### config.mk
export PLATFORM = sky130hd
export DESIGN_NAME = tmr_register_bank
export DESIGN_NICKNAME = d
export VERILOG_FILES = /design/src/tmr_pkg.sv /design/src/tmr_register_bank.sv
export VERILOG_INCLUDE_DIRS = /design/src
export SDC_FILE = /design/constraint.sdc
export NUM_CORES = 1
export LEC_CHECK = 0
export BUFFER_PORTS_ARGS = -buffer_cell sky130_fd_sc_hd__buf_2
export CAP_MARGIN = 20
export CORE_MARGIN = 4
export CORE_UTILIZATION = 35
export DETAILED_ROUTE_END_ITERATION = 8
export PLACE_DENSITY = 0.61
export RECOVER_POWER = 50
export SETUP_SLACK_MARGIN = 0.15
export SLEW_MARGIN = 25
export SYNTH_ARGS = -nofsm -noshare
export SYNTH_HDL_FRONTEND = slang
export SYNTH_SLANG_ARGS = --single-unit
### constraint.sdc
create_clock -name core_clk -period 6.2 [get_ports core_clk]
set_input_delay 0.62 -clock core_clk [delete_from_list [all_inputs] [get_ports core_clk]]
set_output_delay 0.62 -clock core_clk [all_outputs]
set_load 0.01 [all_outputs]
### src/tmr_cfg.svh
// register addresses, field positions and reset values of the temperature
// monitor register bank; included by the package, whose macros the bank module uses
`ifndef TMR_CFG_SVH
`define TMR_CFG_SVH

// read addresses
`define TMR_RD_LOCAL_VAL    8'h00
`define TMR_RD_REM_VAL_HI   8'h01
`define TMR_RD_STATUS1      8'h02
`define TMR_RD_CFG1         8'h03
`define TMR_RD_RATE         8'h04
`define TMR_RD_LOC_HI       8'h05
`define TMR_RD_LOC_LO       8'h06
`define TMR_RD_REM_HI_H     8'h07
`define TMR_RD_REM_LO_H     8'h08
`define TMR_RD_REM_VAL_LO   8'h10
`define TMR_RD_STATUS2      8'h23
`define TMR_RD_R2_VAL_HI    8'h30
`define TMR_RD_R2_VAL_LO    8'h33
`define TMR_RD_MAKER        8'hfe
`define TMR_RD_REVISION     8'hff
// write-only addresses of the split registers and the one-shot
`define TMR_WR_CFG1         8'h09
`define TMR_WR_RATE         8'h0a
`define TMR_WR_LOC_HI       8'h0b
`define TMR_WR_LOC_LO       8'h0c
`define TMR_WR_REM_HI_H     8'h0d
`define TMR_WR_REM_LO_H     8'h0e
`define TMR_WR_ONE_SHOT     8'h0f
// shared read and write addresses
`define TMR_RW_REM_OFF_H    8'h11
`define TMR_RW_REM_OFF_L    8'h12
`define TMR_RW_REM_HI_L     8'h13
`define TMR_RW_REM_LO_L     8'h14
`define TMR_RW_REM_OVERTEMP_COMPARATOR_OUT    8'h19
`define TMR_RW_LOC_OVERTEMP_COMPARATOR_OUT    8'h20
`define TMR_RW_HYST         8'h21
`define TMR_RW_ALERT_CFG    8'h22
`define TMR_RW_CFG2         8'h24
`define TMR_RW_R2_HI_H      8'h31
`define TMR_RW_R2_LO_H      8'h32
`define TMR_RW_R2_OFF_H     8'h34
`define TMR_RW_R2_OFF_L     8'h35
`define TMR_RW_R2_HI_L      8'h36
`define TMR_RW_R2_LO_L      8'h37
`define TMR_RW_R2_OVERTEMP_COMPARATOR_OUT     8'h39

// reset values
`define TMR_RST_ZERO        8'h00
`define TMR_RST_LIMIT_HI    8'h55
`define TMR_RST_HYST        8'h0a
`define TMR_RST_RATE        8'h07
`define TMR_RST_ALERT_CFG   8'h01

// field positions
`define TMR_CFG1_BANK_BIT   3
`define TMR_CFG1_STBY_BIT   6
`define TMR_ACFG_SCL_BIT    7
`define TMR_ACFG_SDA_BIT    6
`define TMR_ACFG_MASK_BIT   5
`define TMR_ACFG_CNT_LSB    1
`define TMR_ACFG_CNT_MSB    3
`define TMR_ST1_CLR_LSB     2
`define TMR_ST1_CLR_MSB     6
`define TMR_ST2_CLR_LSB     2
`define TMR_ST2_CLR_MSB     4
`define TMR_ST2_ALERT_BIT   0

`endif

### src/tmr_pkg.sv
// types shared by the temperature monitor register bank and its users
// assumes tmr_cfg.svh on the include path
package tmr_pkg;
  `include "tmr_cfg.svh"

  typedef logic [7:0] tmr_byte_t;

  // limits and offsets of one remote channel
  typedef struct packed {
    tmr_byte_t upperHigh;
    tmr_byte_t lowerHigh;
    tmr_byte_t upperLow;
    tmr_byte_t lowerLow;
    tmr_byte_t offsetHigh;
    tmr_byte_t offsetLow;
    tmr_byte_t overtempLimit;
  } tmr_remote_s;

  // settings software writes, handed to converter and comparators
  typedef struct packed {
    tmr_byte_t   configPrimary;
    tmr_byte_t   measureRate;
    tmr_byte_t   localUpper;
    tmr_byte_t   localLower;
    tmr_byte_t   localOvertemp;
    tmr_byte_t   hysteresis;
    tmr_byte_t   alertCfg;
    tmr_byte_t   configSecondary;
    tmr_remote_s remote1;
    tmr_remote_s remote2;
  } tmr_settings_s;

  // one completed measurement from the converter
  typedef struct packed {
    tmr_byte_t localValue;
    tmr_byte_t remote1High;
    tmr_byte_t remote1Low;
    tmr_byte_t remote2High;
    tmr_byte_t remote2Low;
    logic [4:0] cond1;  // status 1 bits 6:2 conditions present now
    logic [2:0] cond2;  // status 2 bits 4:2 conditions present now
  } tmr_meas_s;

  // byte-level requests from the serial protocol engine
  typedef struct packed {
    logic      wrValid;
    logic      wrFirst;  // first data byte of a write transaction
    tmr_byte_t wrData;
    logic      rdReq;
  } tmr_busreq_s;
endpackage

### src/tmr_register_bank.sv
// register bank and control of a three-channel temperature monitor
// assumes a serial protocol engine on core_clk delivering bytes, and a
// converter delivering results on core_clk; no input needs synchronising
//
// Function
// - a write to 0x0f in standby starts one conversion on all channels
// - one-shot address stores nothing; its data byte is discarded
// - bits 3:1 codes 000/001/011/111 need one to four successive faults
// - consecutive-alert register at 0x22, resets to 0x01, count up to four
// - bit 7 enables clock-line timeout, bit 6 data-line timeout, both off
// - bit 5 masks internal alert conditions from the alert output
// - split registers have separate read and write addresses 03/09 to 08/0e
// - configuration 1 bit 3 steers shared remote addresses to channel two
// - fixed second-channel addresses 30 to 39 ignore the bank bit
// - high and overtemperature limits reset to 0x55, hysteresis 0x0a, rate 0x07, alert configuration 0x01, others zero
// - values, status and identification registers are read-only
// - first byte of a write loads the pointer, second writes the register
// - status read clears latched flags only once their condition is gone
`timescale 1ns/1ps

module tmr_register_bank
  import tmr_pkg::*;
#(
  parameter int                     NUM_REMOTE = 2,
  parameter tmr_pkg::tmr_byte_t     MAKER_CODE = 8'h5a, // arbitrary value
  parameter tmr_pkg::tmr_byte_t     REVISION   = 8'h01  // arbitrary value
) (
  // clock and reset
  input  wire logic                 core_clk,
  input  wire logic                 rst_n,
  // protocol engine side
  input  wire tmr_pkg::tmr_busreq_s busReq,
  output logic [7:0]                rdData_r,
  output logic                      rdValid_r,
  // converter side
  input  wire logic                 measValid,
  input  wire tmr_pkg::tmr_meas_s   meas,
  input  wire logic                 convBusy,
  input  wire logic [1:0]           overtempCond,  // local, remote 1
  input  wire logic                 overtempCond2, // remote 2
  output logic                      oneShot_r,
  output tmr_pkg::tmr_settings_s    settings_r,
  // alert and bus timeout controls
  output logic                      alertAsserted_r,
  output logic                      sclTimeoutEn_r,
  output logic                      sdaTimeoutEn_r
);
  import tmr_pkg::*;

  initial begin
    if (NUM_REMOTE != 2) begin
      $error("tmr_register_bank serves exactly two remote channels");
    end
  end

  tmr_byte_t   pointer_r;
  tmr_byte_t   localVal_r;
  tmr_byte_t   remHigh_r [2];
  tmr_byte_t   remLow_r  [2];
  logic [4:0]  flags1_r;
  logic [2:0]  flags2_r;
  logic [2:0]  faultCnt_r;
  logic        alertLatch_r;

  logic        wrData;
  logic        bank;
  tmr_byte_t   wdat;
  tmr_remote_s remSel;
  tmr_byte_t   rdMux;
  logic [2:0]  needCnt;
  logic        anyFault;
  logic        rdSt1;
  logic        rdSt2;

  // second byte of a write reaches the selected register
  assign wrData  = busReq.wrValid && !busReq.wrFirst;
  assign wdat    = busReq.wrData;
  assign bank    = settings_r.configPrimary[`TMR_CFG1_BANK_BIT];
  assign remSel  = bank ? settings_r.remote2 : settings_r.remote1;
  assign rdSt1   = busReq.rdReq && pointer_r == `TMR_RD_STATUS1;
  assign rdSt2   = busReq.rdReq && pointer_r == `TMR_RD_STATUS2;
  assign anyFault = |meas.cond1 || |meas.cond2;

  // pointer: first byte of every write
  always_ff @(posedge core_clk or negedge rst_n) begin
    if (!rst_n) begin
      pointer_r <= `TMR_RST_ZERO;
    end else if (busReq.wrValid && busReq.wrFirst) begin
      pointer_r <= busReq.wrData;
    end
  end

  // writable settings; no case here stores the one-shot byte, and any
  // address absent from the chain falls through untouched
  always_ff @(posedge core_clk or negedge rst_n) begin
    if (!rst_n) begin
      settings_r.configPrimary   <= `TMR_RST_ZERO;
      settings_r.measureRate     <= `TMR_RST_RATE;
      settings_r.localUpper      <= `TMR_RST_LIMIT_HI;
      settings_r.localLower      <= `TMR_RST_ZERO;
      settings_r.localOvertemp   <= `TMR_RST_LIMIT_HI;
      settings_r.hysteresis      <= `TMR_RST_HYST;
      settings_r.alertCfg        <= `TMR_RST_ALERT_CFG;
      settings_r.configSecondary <= `TMR_RST_ZERO;
      settings_r.remote1 <= '{`TMR_RST_LIMIT_HI, `TMR_RST_ZERO,
                              `TMR_RST_ZERO, `TMR_RST_ZERO, `TMR_RST_ZERO,
                              `TMR_RST_ZERO, `TMR_RST_LIMIT_HI};
      settings_r.remote2 <= '{`TMR_RST_LIMIT_HI, `TMR_RST_ZERO,
                              `TMR_RST_ZERO, `TMR_RST_ZERO, `TMR_RST_ZERO,
                              `TMR_RST_ZERO, `TMR_RST_LIMIT_HI};
    end else if (wrData) begin
      if (pointer_r == `TMR_WR_CFG1) begin
        settings_r.configPrimary <= wdat;
      end else if (pointer_r == `TMR_WR_RATE) begin
        settings_r.measureRate <= wdat;
      end else if (pointer_r == `TMR_WR_LOC_HI) begin
        settings_r.localUpper <= wdat;
      end else if (pointer_r == `TMR_WR_LOC_LO) begin
        settings_r.localLower <= wdat;
      end else if (pointer_r == `TMR_WR_REM_HI_H) begin
        if (bank) settings_r.remote2.upperHigh <= wdat;
        else      settings_r.remote1.upperHigh <= wdat;
      end else if (pointer_r == `TMR_WR_REM_LO_H) begin
        if (bank) settings_r.remote2.lowerHigh <= wdat;
        else      settings_r.remote1.lowerHigh <= wdat;
      end else if (pointer_r == `TMR_RW_REM_OFF_H) begin
        if (bank) settings_r.remote2.offsetHigh <= wdat;
        else      settings_r.remote1.offsetHigh <= wdat;
      end else if (pointer_r == `TMR_RW_REM_OFF_L) begin
        if (bank) settings_r.remote2.offsetLow <= wdat;
        else      settings_r.remote1.offsetLow <= wdat;
      end else if (pointer_r == `TMR_RW_REM_HI_L) begin
        if (bank) settings_r.remote2.upperLow <= wdat;
        else      settings_r.remote1.upperLow <= wdat;
      end else if (pointer_r == `TMR_RW_REM_LO_L) begin
        if (bank) settings_r.remote2.lowerLow <= wdat;
        else      settings_r.remote1.lowerLow <= wdat;
      end else if (pointer_r == `TMR_RW_REM_OVERTEMP_COMPARATOR_OUT) begin
        if (bank) settings_r.remote2.overtempLimit <= wdat;
        else      settings_r.remote1.overtempLimit <= wdat;
      end else if (pointer_r == `TMR_RW_LOC_OVERTEMP_COMPARATOR_OUT) begin
        settings_r.localOvertemp <= wdat;
      end else if (pointer_r == `TMR_RW_HYST) begin
        settings_r.hysteresis <= wdat;
      end else if (pointer_r == `TMR_RW_ALERT_CFG) begin
        settings_r.alertCfg <= wdat;
      end else if (pointer_r == `TMR_RW_CFG2) begin
        settings_r.configSecondary <= wdat;
      end else if (pointer_r == `TMR_RW_R2_HI_H) begin
        settings_r.remote2.upperHigh <= wdat;
      end else if (pointer_r == `TMR_RW_R2_LO_H) begin
        settings_r.remote2.lowerHigh <= wdat;
      end else if (pointer_r == `TMR_RW_R2_OFF_H) begin
        settings_r.remote2.offsetHigh <= wdat;
      end else if (pointer_r == `TMR_RW_R2_OFF_L) begin
        settings_r.remote2.offsetLow <= wdat;
      end else if (pointer_r == `TMR_RW_R2_HI_L) begin
        settings_r.remote2.upperLow <= wdat;
      end else if (pointer_r == `TMR_RW_R2_LO_L) begin
        settings_r.remote2.lowerLow <= wdat;
      end else if (pointer_r == `TMR_RW_R2_OVERTEMP_COMPARATOR_OUT) begin
        settings_r.remote2.overtempLimit <= wdat;
      end
    end
  end

  // one-shot: the write itself is the trigger, only honoured in standby
  always_ff @(posedge core_clk or negedge rst_n) begin
    if (!rst_n) begin
      oneShot_r <= 1'b0;
    end else begin
      oneShot_r <= wrData && pointer_r == `TMR_WR_ONE_SHOT
                   && settings_r.configPrimary[`TMR_CFG1_STBY_BIT];
    end
  end

  // bus timeout enables follow the alert-count register
  always_ff @(posedge core_clk or negedge rst_n) begin
    if (!rst_n) begin
      sclTimeoutEn_r <= 1'b0;
      sdaTimeoutEn_r <= 1'b0;
    end else begin
      sclTimeoutEn_r <= settings_r.alertCfg[`TMR_ACFG_SCL_BIT];
      sdaTimeoutEn_r <= settings_r.alertCfg[`TMR_ACFG_SDA_BIT];
    end
  end

  // measured values, read-only from the bus side
  always_ff @(posedge core_clk or negedge rst_n) begin
    if (!rst_n) begin
      localVal_r  <= `TMR_RST_ZERO;
      remHigh_r[0] <= `TMR_RST_ZERO;
      remHigh_r[1] <= `TMR_RST_ZERO;
      remLow_r[0]  <= `TMR_RST_ZERO;
      remLow_r[1]  <= `TMR_RST_ZERO;
    end else if (measValid) begin
      localVal_r   <= meas.localValue;
      remHigh_r[0] <= meas.remote1High;
      remHigh_r[1] <= meas.remote2High;
      remLow_r[0]  <= meas.remote1Low;
      remLow_r[1]  <= meas.remote2Low;
    end
  end

  // latched flags: a read clears only flags whose cause has gone, and a
  // new measurement in the same cycle sets again (set wins)
  always_ff @(posedge core_clk or negedge rst_n) begin
    if (!rst_n) begin
      flags1_r <= '0;
      flags2_r <= '0;
    end else begin
      flags1_r <= (flags1_r & ~({5{rdSt1}} & ~meas.cond1))
                  | ({5{measValid}} & meas.cond1);
      flags2_r <= (flags2_r & ~({3{rdSt2}} & ~meas.cond2))
                  | ({3{measValid}} & meas.cond2);
    end
  end

  // codes 000/001/011/111 need 1..4 faults; popcount plus one maps them
  assign needCnt = 3'(settings_r.alertCfg[`TMR_ACFG_CNT_LSB])
                 + 3'(settings_r.alertCfg[`TMR_ACFG_CNT_LSB + 1])
                 + 3'(settings_r.alertCfg[`TMR_ACFG_CNT_MSB]) + 3'h1;

  // consecutive fault counter saturates at four
  always_ff @(posedge core_clk or negedge rst_n) begin
    if (!rst_n) begin
      faultCnt_r <= 3'h0;
    end else if (measValid) begin
      if (!anyFault) begin
        faultCnt_r <= 3'h0;
      end else if (faultCnt_r < 3'h4) begin
        faultCnt_r <= faultCnt_r + 3'h1;
      end
    end
  end

  // alert latch: set after enough successive faults, dropped once no
  // latched flag remains; service by address read is not modelled here
  always_ff @(posedge core_clk or negedge rst_n) begin
    if (!rst_n) begin
      alertLatch_r <= 1'b0;
    end else if (measValid && anyFault
                 && (faultCnt_r + 3'h1) >= needCnt) begin
      alertLatch_r <= 1'b1;
    end else if (!(|flags1_r) && !(|flags2_r)) begin
      alertLatch_r <= 1'b0;
    end
  end

  always_ff @(posedge core_clk or negedge rst_n) begin
    if (!rst_n) begin
      alertAsserted_r <= 1'b0;
    end else begin
      alertAsserted_r <= alertLatch_r
                         && !settings_r.alertCfg[`TMR_ACFG_MASK_BIT];
    end
  end

  // read decode; write-only addresses and gaps read as zero
  always_comb begin
    rdMux = `TMR_RST_ZERO;
    if (pointer_r == `TMR_RD_LOCAL_VAL) begin
      rdMux = localVal_r;
    end else if (pointer_r == `TMR_RD_REM_VAL_HI) begin
      rdMux = remHigh_r[bank];
    end else if (pointer_r == `TMR_RD_STATUS1) begin
      rdMux = {convBusy, flags1_r, overtempCond};
    end else if (pointer_r == `TMR_RD_CFG1) begin
      rdMux = settings_r.configPrimary;
    end else if (pointer_r == `TMR_RD_RATE) begin
      rdMux = settings_r.measureRate;
    end else if (pointer_r == `TMR_RD_LOC_HI) begin
      rdMux = settings_r.localUpper;
    end else if (pointer_r == `TMR_RD_LOC_LO) begin
      rdMux = settings_r.localLower;
    end else if (pointer_r == `TMR_RD_REM_HI_H) begin
      rdMux = remSel.upperHigh;
    end else if (pointer_r == `TMR_RD_REM_LO_H) begin
      rdMux = remSel.lowerHigh;
    end else if (pointer_r == `TMR_RD_REM_VAL_LO) begin
      rdMux = remLow_r[bank];
    end else if (pointer_r == `TMR_RW_REM_OFF_H) begin
      rdMux = remSel.offsetHigh;
    end else if (pointer_r == `TMR_RW_REM_OFF_L) begin
      rdMux = remSel.offsetLow;
    end else if (pointer_r == `TMR_RW_REM_HI_L) begin
      rdMux = remSel.upperLow;
    end else if (pointer_r == `TMR_RW_REM_LO_L) begin
      rdMux = remSel.lowerLow;
    end else if (pointer_r == `TMR_RW_REM_OVERTEMP_COMPARATOR_OUT) begin
      rdMux = remSel.overtempLimit;
    end else if (pointer_r == `TMR_RW_LOC_OVERTEMP_COMPARATOR_OUT) begin
      rdMux = settings_r.localOvertemp;
    end else if (pointer_r == `TMR_RW_HYST) begin
      rdMux = settings_r.hysteresis;
    end else if (pointer_r == `TMR_RW_ALERT_CFG) begin
      rdMux = settings_r.alertCfg;
    end else if (pointer_r == `TMR_RD_STATUS2) begin
      rdMux = {3'h0, flags2_r, overtempCond2, alertAsserted_r};
    end else if (pointer_r == `TMR_RW_CFG2) begin
      rdMux = settings_r.configSecondary;
    end else if (pointer_r == `TMR_RD_R2_VAL_HI) begin
      rdMux = remHigh_r[1];
    end else if (pointer_r == `TMR_RW_R2_HI_H) begin
      rdMux = settings_r.remote2.upperHigh;
    end else if (pointer_r == `TMR_RW_R2_LO_H) begin
      rdMux = settings_r.remote2.lowerHigh;
    end else if (pointer_r == `TMR_RD_R2_VAL_LO) begin
      rdMux = remLow_r[1];
    end else if (pointer_r == `TMR_RW_R2_OFF_H) begin
      rdMux = settings_r.remote2.offsetHigh;
    end else if (pointer_r == `TMR_RW_R2_OFF_L) begin
      rdMux = settings_r.remote2.offsetLow;
    end else if (pointer_r == `TMR_RW_R2_HI_L) begin
      rdMux = settings_r.remote2.upperLow;
    end else if (pointer_r == `TMR_RW_R2_LO_L) begin
      rdMux = settings_r.remote2.lowerLow;
    end else if (pointer_r == `TMR_RW_R2_OVERTEMP_COMPARATOR_OUT) begin
      rdMux = settings_r.remote2.overtempLimit;
    end else if (pointer_r == `TMR_RD_MAKER) begin
      rdMux = MAKER_CODE;
    end else if (pointer_r == `TMR_RD_REVISION) begin
      rdMux = REVISION;
    end
  end

  // read answer one cycle after the request
  always_ff @(posedge core_clk or negedge rst_n) begin
    if (!rst_n) begin
      rdData_r  <= `TMR_RST_ZERO;
      rdValid_r <= 1'b0;
    end else begin
      rdValid_r <= busReq.rdReq;
      if (busReq.rdReq) begin
        rdData_r <= rdMux;
      end
    end
  end

endmodule // tmr_register_bank

==> metrics.md <==
| Metric | Value |
|---|---|
| Min-Delay Path Class | `in -> async` |
| EDFF count, synth | `0` |
| CTS clock-pin slew for the worst setup and hold paths | `~0.06 ns` |
| Routability congestion estimate | `around 1.0` |
| WP data required | `6.69 ns` |
| Worst path slowest cell | `clkbuf_1` |
| Die Wd | `203.2 µm` |
| Synth cell types | `78` |
| FF-to-FF End | `rdData_r[4]$_DFFE_PN0P_` |
| Global-route wire length before repair | `81,960 µm` |
| Initial antenna violation count | `1` |
| Cell Rows | `71` |
| Pre-CTS WS | `approximately 2.8 ns` |
| Hold_buf cts | `0` |
| Final WL | `56,420 µm` |
| RSZ-0062 raised after global routing | `no` |
| Depth of the CTS H-tree | `1` |
| CTS tree | `yes` |
| Count of input and output buffers | `about 250` |
| CTS Buffer Depth | `3` |
| Clock Latency Late Sink | `~0.56 ns` |
| Syn Nets | `between 1k and 1.5k` |
| Mapped Area | `around 13,000 µm²` |
| Core Area | `37,580 µm²` |
| Drt first pass iters | `6` |
| Critical path data arrival time | `4.60 ns` |
| # DRC | `0` |
| Violated checks | `max-capacitance violations, max-slew violations` |
| DR vias/cell | `5.956` |
| CP Class | `reg -> reg` |
| VDD IR max | `0.2000 mV` |
| Syn_area_per_cell | `approximately 11 µm²` |
| Outcome | `finished, violations left` |
| Antenna diodes | `0` |
| Setup TNS | `0 ns` |
| Io pins | `about 260` |
| R2r setup slk | `2.09 ns` |
| Detailed router's first-iteration violation count | `1,317` |
| Critical path endpoint | `rdData_r[4]$_DFFE_PN0P_` |
| Util after Layout | `42.44%` |
| Async S/R FF share, synth | `100.0%` |
| Setup crit end kind | `flip-flop` |
| WP depth | `8` |
| Buffers & Inverters on Critical Path | `1` |
| Max Cap Viol | `3` |
| Slowest cell delay on critical path | `1.35 ns` |
| Final WS setup | `2.086 ns` |
| Share of cells above drive strength 1 | `39.63%` |
| Min Tclk post-route | `approximately 4.1 ns` |
| Final worst-path cycle share | `66.36%` |
| F_max | `243.0 MHz` |
| Post-cts repair resize count | `0` |
| Max Slew Vio Count | `209` |
| Final nets | `1,493` |
| Vias in the first global route | `11.59k` |
| Clock Sink Count | `249` |
| Via Count | `11.63k` |
| CP startpoint | `pointer_r[2]$_DFFE_PN0P_` |
| WL/cell | `28.91 µm` |
| Leak | `0.007187 µW` |
| Top FF cell, synth | `dfrtp_1` |
| Die H | `203.2 µm` |
| Synthesized flop and latch total | `roughly 250` |
| DRT antenna net count | `0` |
| GRT Residual Overflow | `0` |
| Count of final hold-check violations | `0` |
| GRT Overall Usage | `26.46%` |
| Largest net degree at the start of global routing | `~140` |
| Worst r2r src | `pointer_r[2]$_DFFE_PN0P_` |
| Syn Inst Count | `~1.2k` |
| Clock Skew | `0.01724 ns` |
| Initial Utilization | `35.47%` |
| Post-CTS Setup Bufs | `0` |
| Placement Cell Area | `15,020 µm²` |
| Final instance area | `~16,000 µm²` |
| TritonCTS Buffers | `28` |
| Register area share after synthesis | `between 40% and 50%` |
| Crit path max-delay family | `simple AND/OR/NAND/NOR gates` |
| DP HPWL | `42,050 µm` |
| FF-to-FF path depth | `8` |
| Worst-case hold slack | `0.07267 ns` |
| CP Launch Type | `flip-flop` |
| Critical path, cell by cell | `clkbuf_1 -> nor2b_1 -> nand2_1 -> nor2_1 -> a221oi_1 -> nand2_1 -> a21oi_1 -> nor2_1` |
| CP max FO | `39` |
| Die area | `41,270 µm²` |
| Worst slew pin tran | `3.488 ns` |
| YS warnings | `0` |
| PwrDens | `roughly 300 nW/µm²` |
| Layout area overhead | `19.66%` |
| # setup viols final | `0` |
| Slew margin rel. | `-132.5%` |
| Root Driver | `clkbuf_16` |
## cell families after synthesis
family / after synthesis / share of synthesized area (%)
buf+inv: 107 / 3.558
fa+ha+maj: 7 / 0.6571
compound gates: 264 / 12.75
mux: 298 / 24.81
flops: 249 / 47.03
xor+xnor: 1 / 0.06572
simple gates: 282 / 11.13
## stage by stage
step	cells	total power, µW
after floorplan	1208	2440
after global placement	1900	2867
after detailed placement	1901	2873
after CTS	1952	4673
after global routing	1952	4829
final	1952	4660
## layer usage
layer	routed length (µm)	GRT usage [%]	vias up
li1	-	-	4916
met1	24010	37.39	5927
met2	25690	41.50	648
met3	4498	4.770	136
met4	2222	8.673	0
met5	0	0	-
## cell usage after synthesis, types with 4 or more instances
master / number / area share [%]
a211oi_1: 8 / 0.45
a21oi_1: 60 / 2.3
a221o_1: 6 / 0.45
a221oi_1: 10 / 0.66
a22oi_1: 17 / 0.96
a31oi_1: 10 / 0.47
and2_1: 5 / 0.23
and3_1: 5 / 0.23
buf_2: 35 / 1.3
clkbuf_1: 45 / 1.3
dfrtp_1: 219 / 41
dfstp_2: 30 / 5.9
ha_1: 7 / 0.66
inv_1: 18 / 0.51
mux2_2: 239 / 20
mux2i_1: 57 / 4.3
nand2_1: 79 / 2.2
nand2b_1: 6 / 0.28
nand3_1: 30 / 1.1
nor2_1: 65 / 1.8
nor2_2: 6 / 0.28
nor2b_1: 21 / 0.99
nor3_1: 13 / 0.49
nor3_4: 4 / 0.49
nor4_1: 6 / 0.28
o2111ai_1: 6 / 0.39
o211ai_1: 5 / 0.28
o21ai_0: 73 / 2.7
o221ai_1: 4 / 0.26
o22ai_1: 27 / 1.3
or4_1: 6 / 0.34
or4b_1: 4 / 0.30
## report_power, final
part / total [µW] / switching, µW / internal, µW
Clock: 1800 / 686 / 1120
Sequential: 2020 / 232 / 1790
Combinational: 841 / 495 / 346
## worst register-to-register path: stages (launching register included)
cell and delay (ns):
dfrtp_1 0.32, clkbuf_1 1.35, nor2b_1 0.71, nand2_1 0.43
nor2_1 0.64, a221oi_1 0.22, nand2_1 0.18, a21oi_1 0.09
nor2_1 0.13
## how the worst min path moves through the flow
| stage | endpoint | cells after the start |
|---|---|---|
| finish | remHigh_r[7]$_DFFE_PN0P_ | 1 |
| CTS | remHigh_r[7]$_DFFE_PN0P_ | 1 |
| global placement | sclTimeoutEn_r$_DFF_PN0_ | 0 |
| floorplan | alertAsserted_r$_DFF_PN0_ | 0 |
| global route | remHigh_r[7]$_DFFE_PN0P_ | 1 |
| detailed placement | sclTimeoutEn_r$_DFF_PN0_ | 0 |
## sequential cells by signal (all words and copies together), names as in the netlist, 3 cells and up
| name | count |
|---|---|
| remLow_r | 16 |
| flags2_r | 3 |
| flags1_r | 5 |
| localVal_r | 8 |
| faultCnt_r | 3 |
| rdData_r | 8 |
| pointer_r | 8 |
| settings_r | 176 |
| remHigh_r | 16 |
## final cells by class
class                      instances  area, µm²
clock inverter                     7      143.9
tap                              511      639.4
timing repair buffer             271       1348
fill                            3708      21630
sequential                       249       6272
clock buffer                      44      862.1
multi-input combinational        852       6616
inverter                          18      67.56
## layout by cell type (no fill, tap or decap), drive strengths merged, types with 57 or more instances in the layout
master / n
a21oi: 61
buf: 227
clkbuf: 88
dfrtp: 219
mux2i: 57
o21ai: 76
mux2: 239
nand2: 80
nor2: 71
Power figures use the tool's default switching activity.
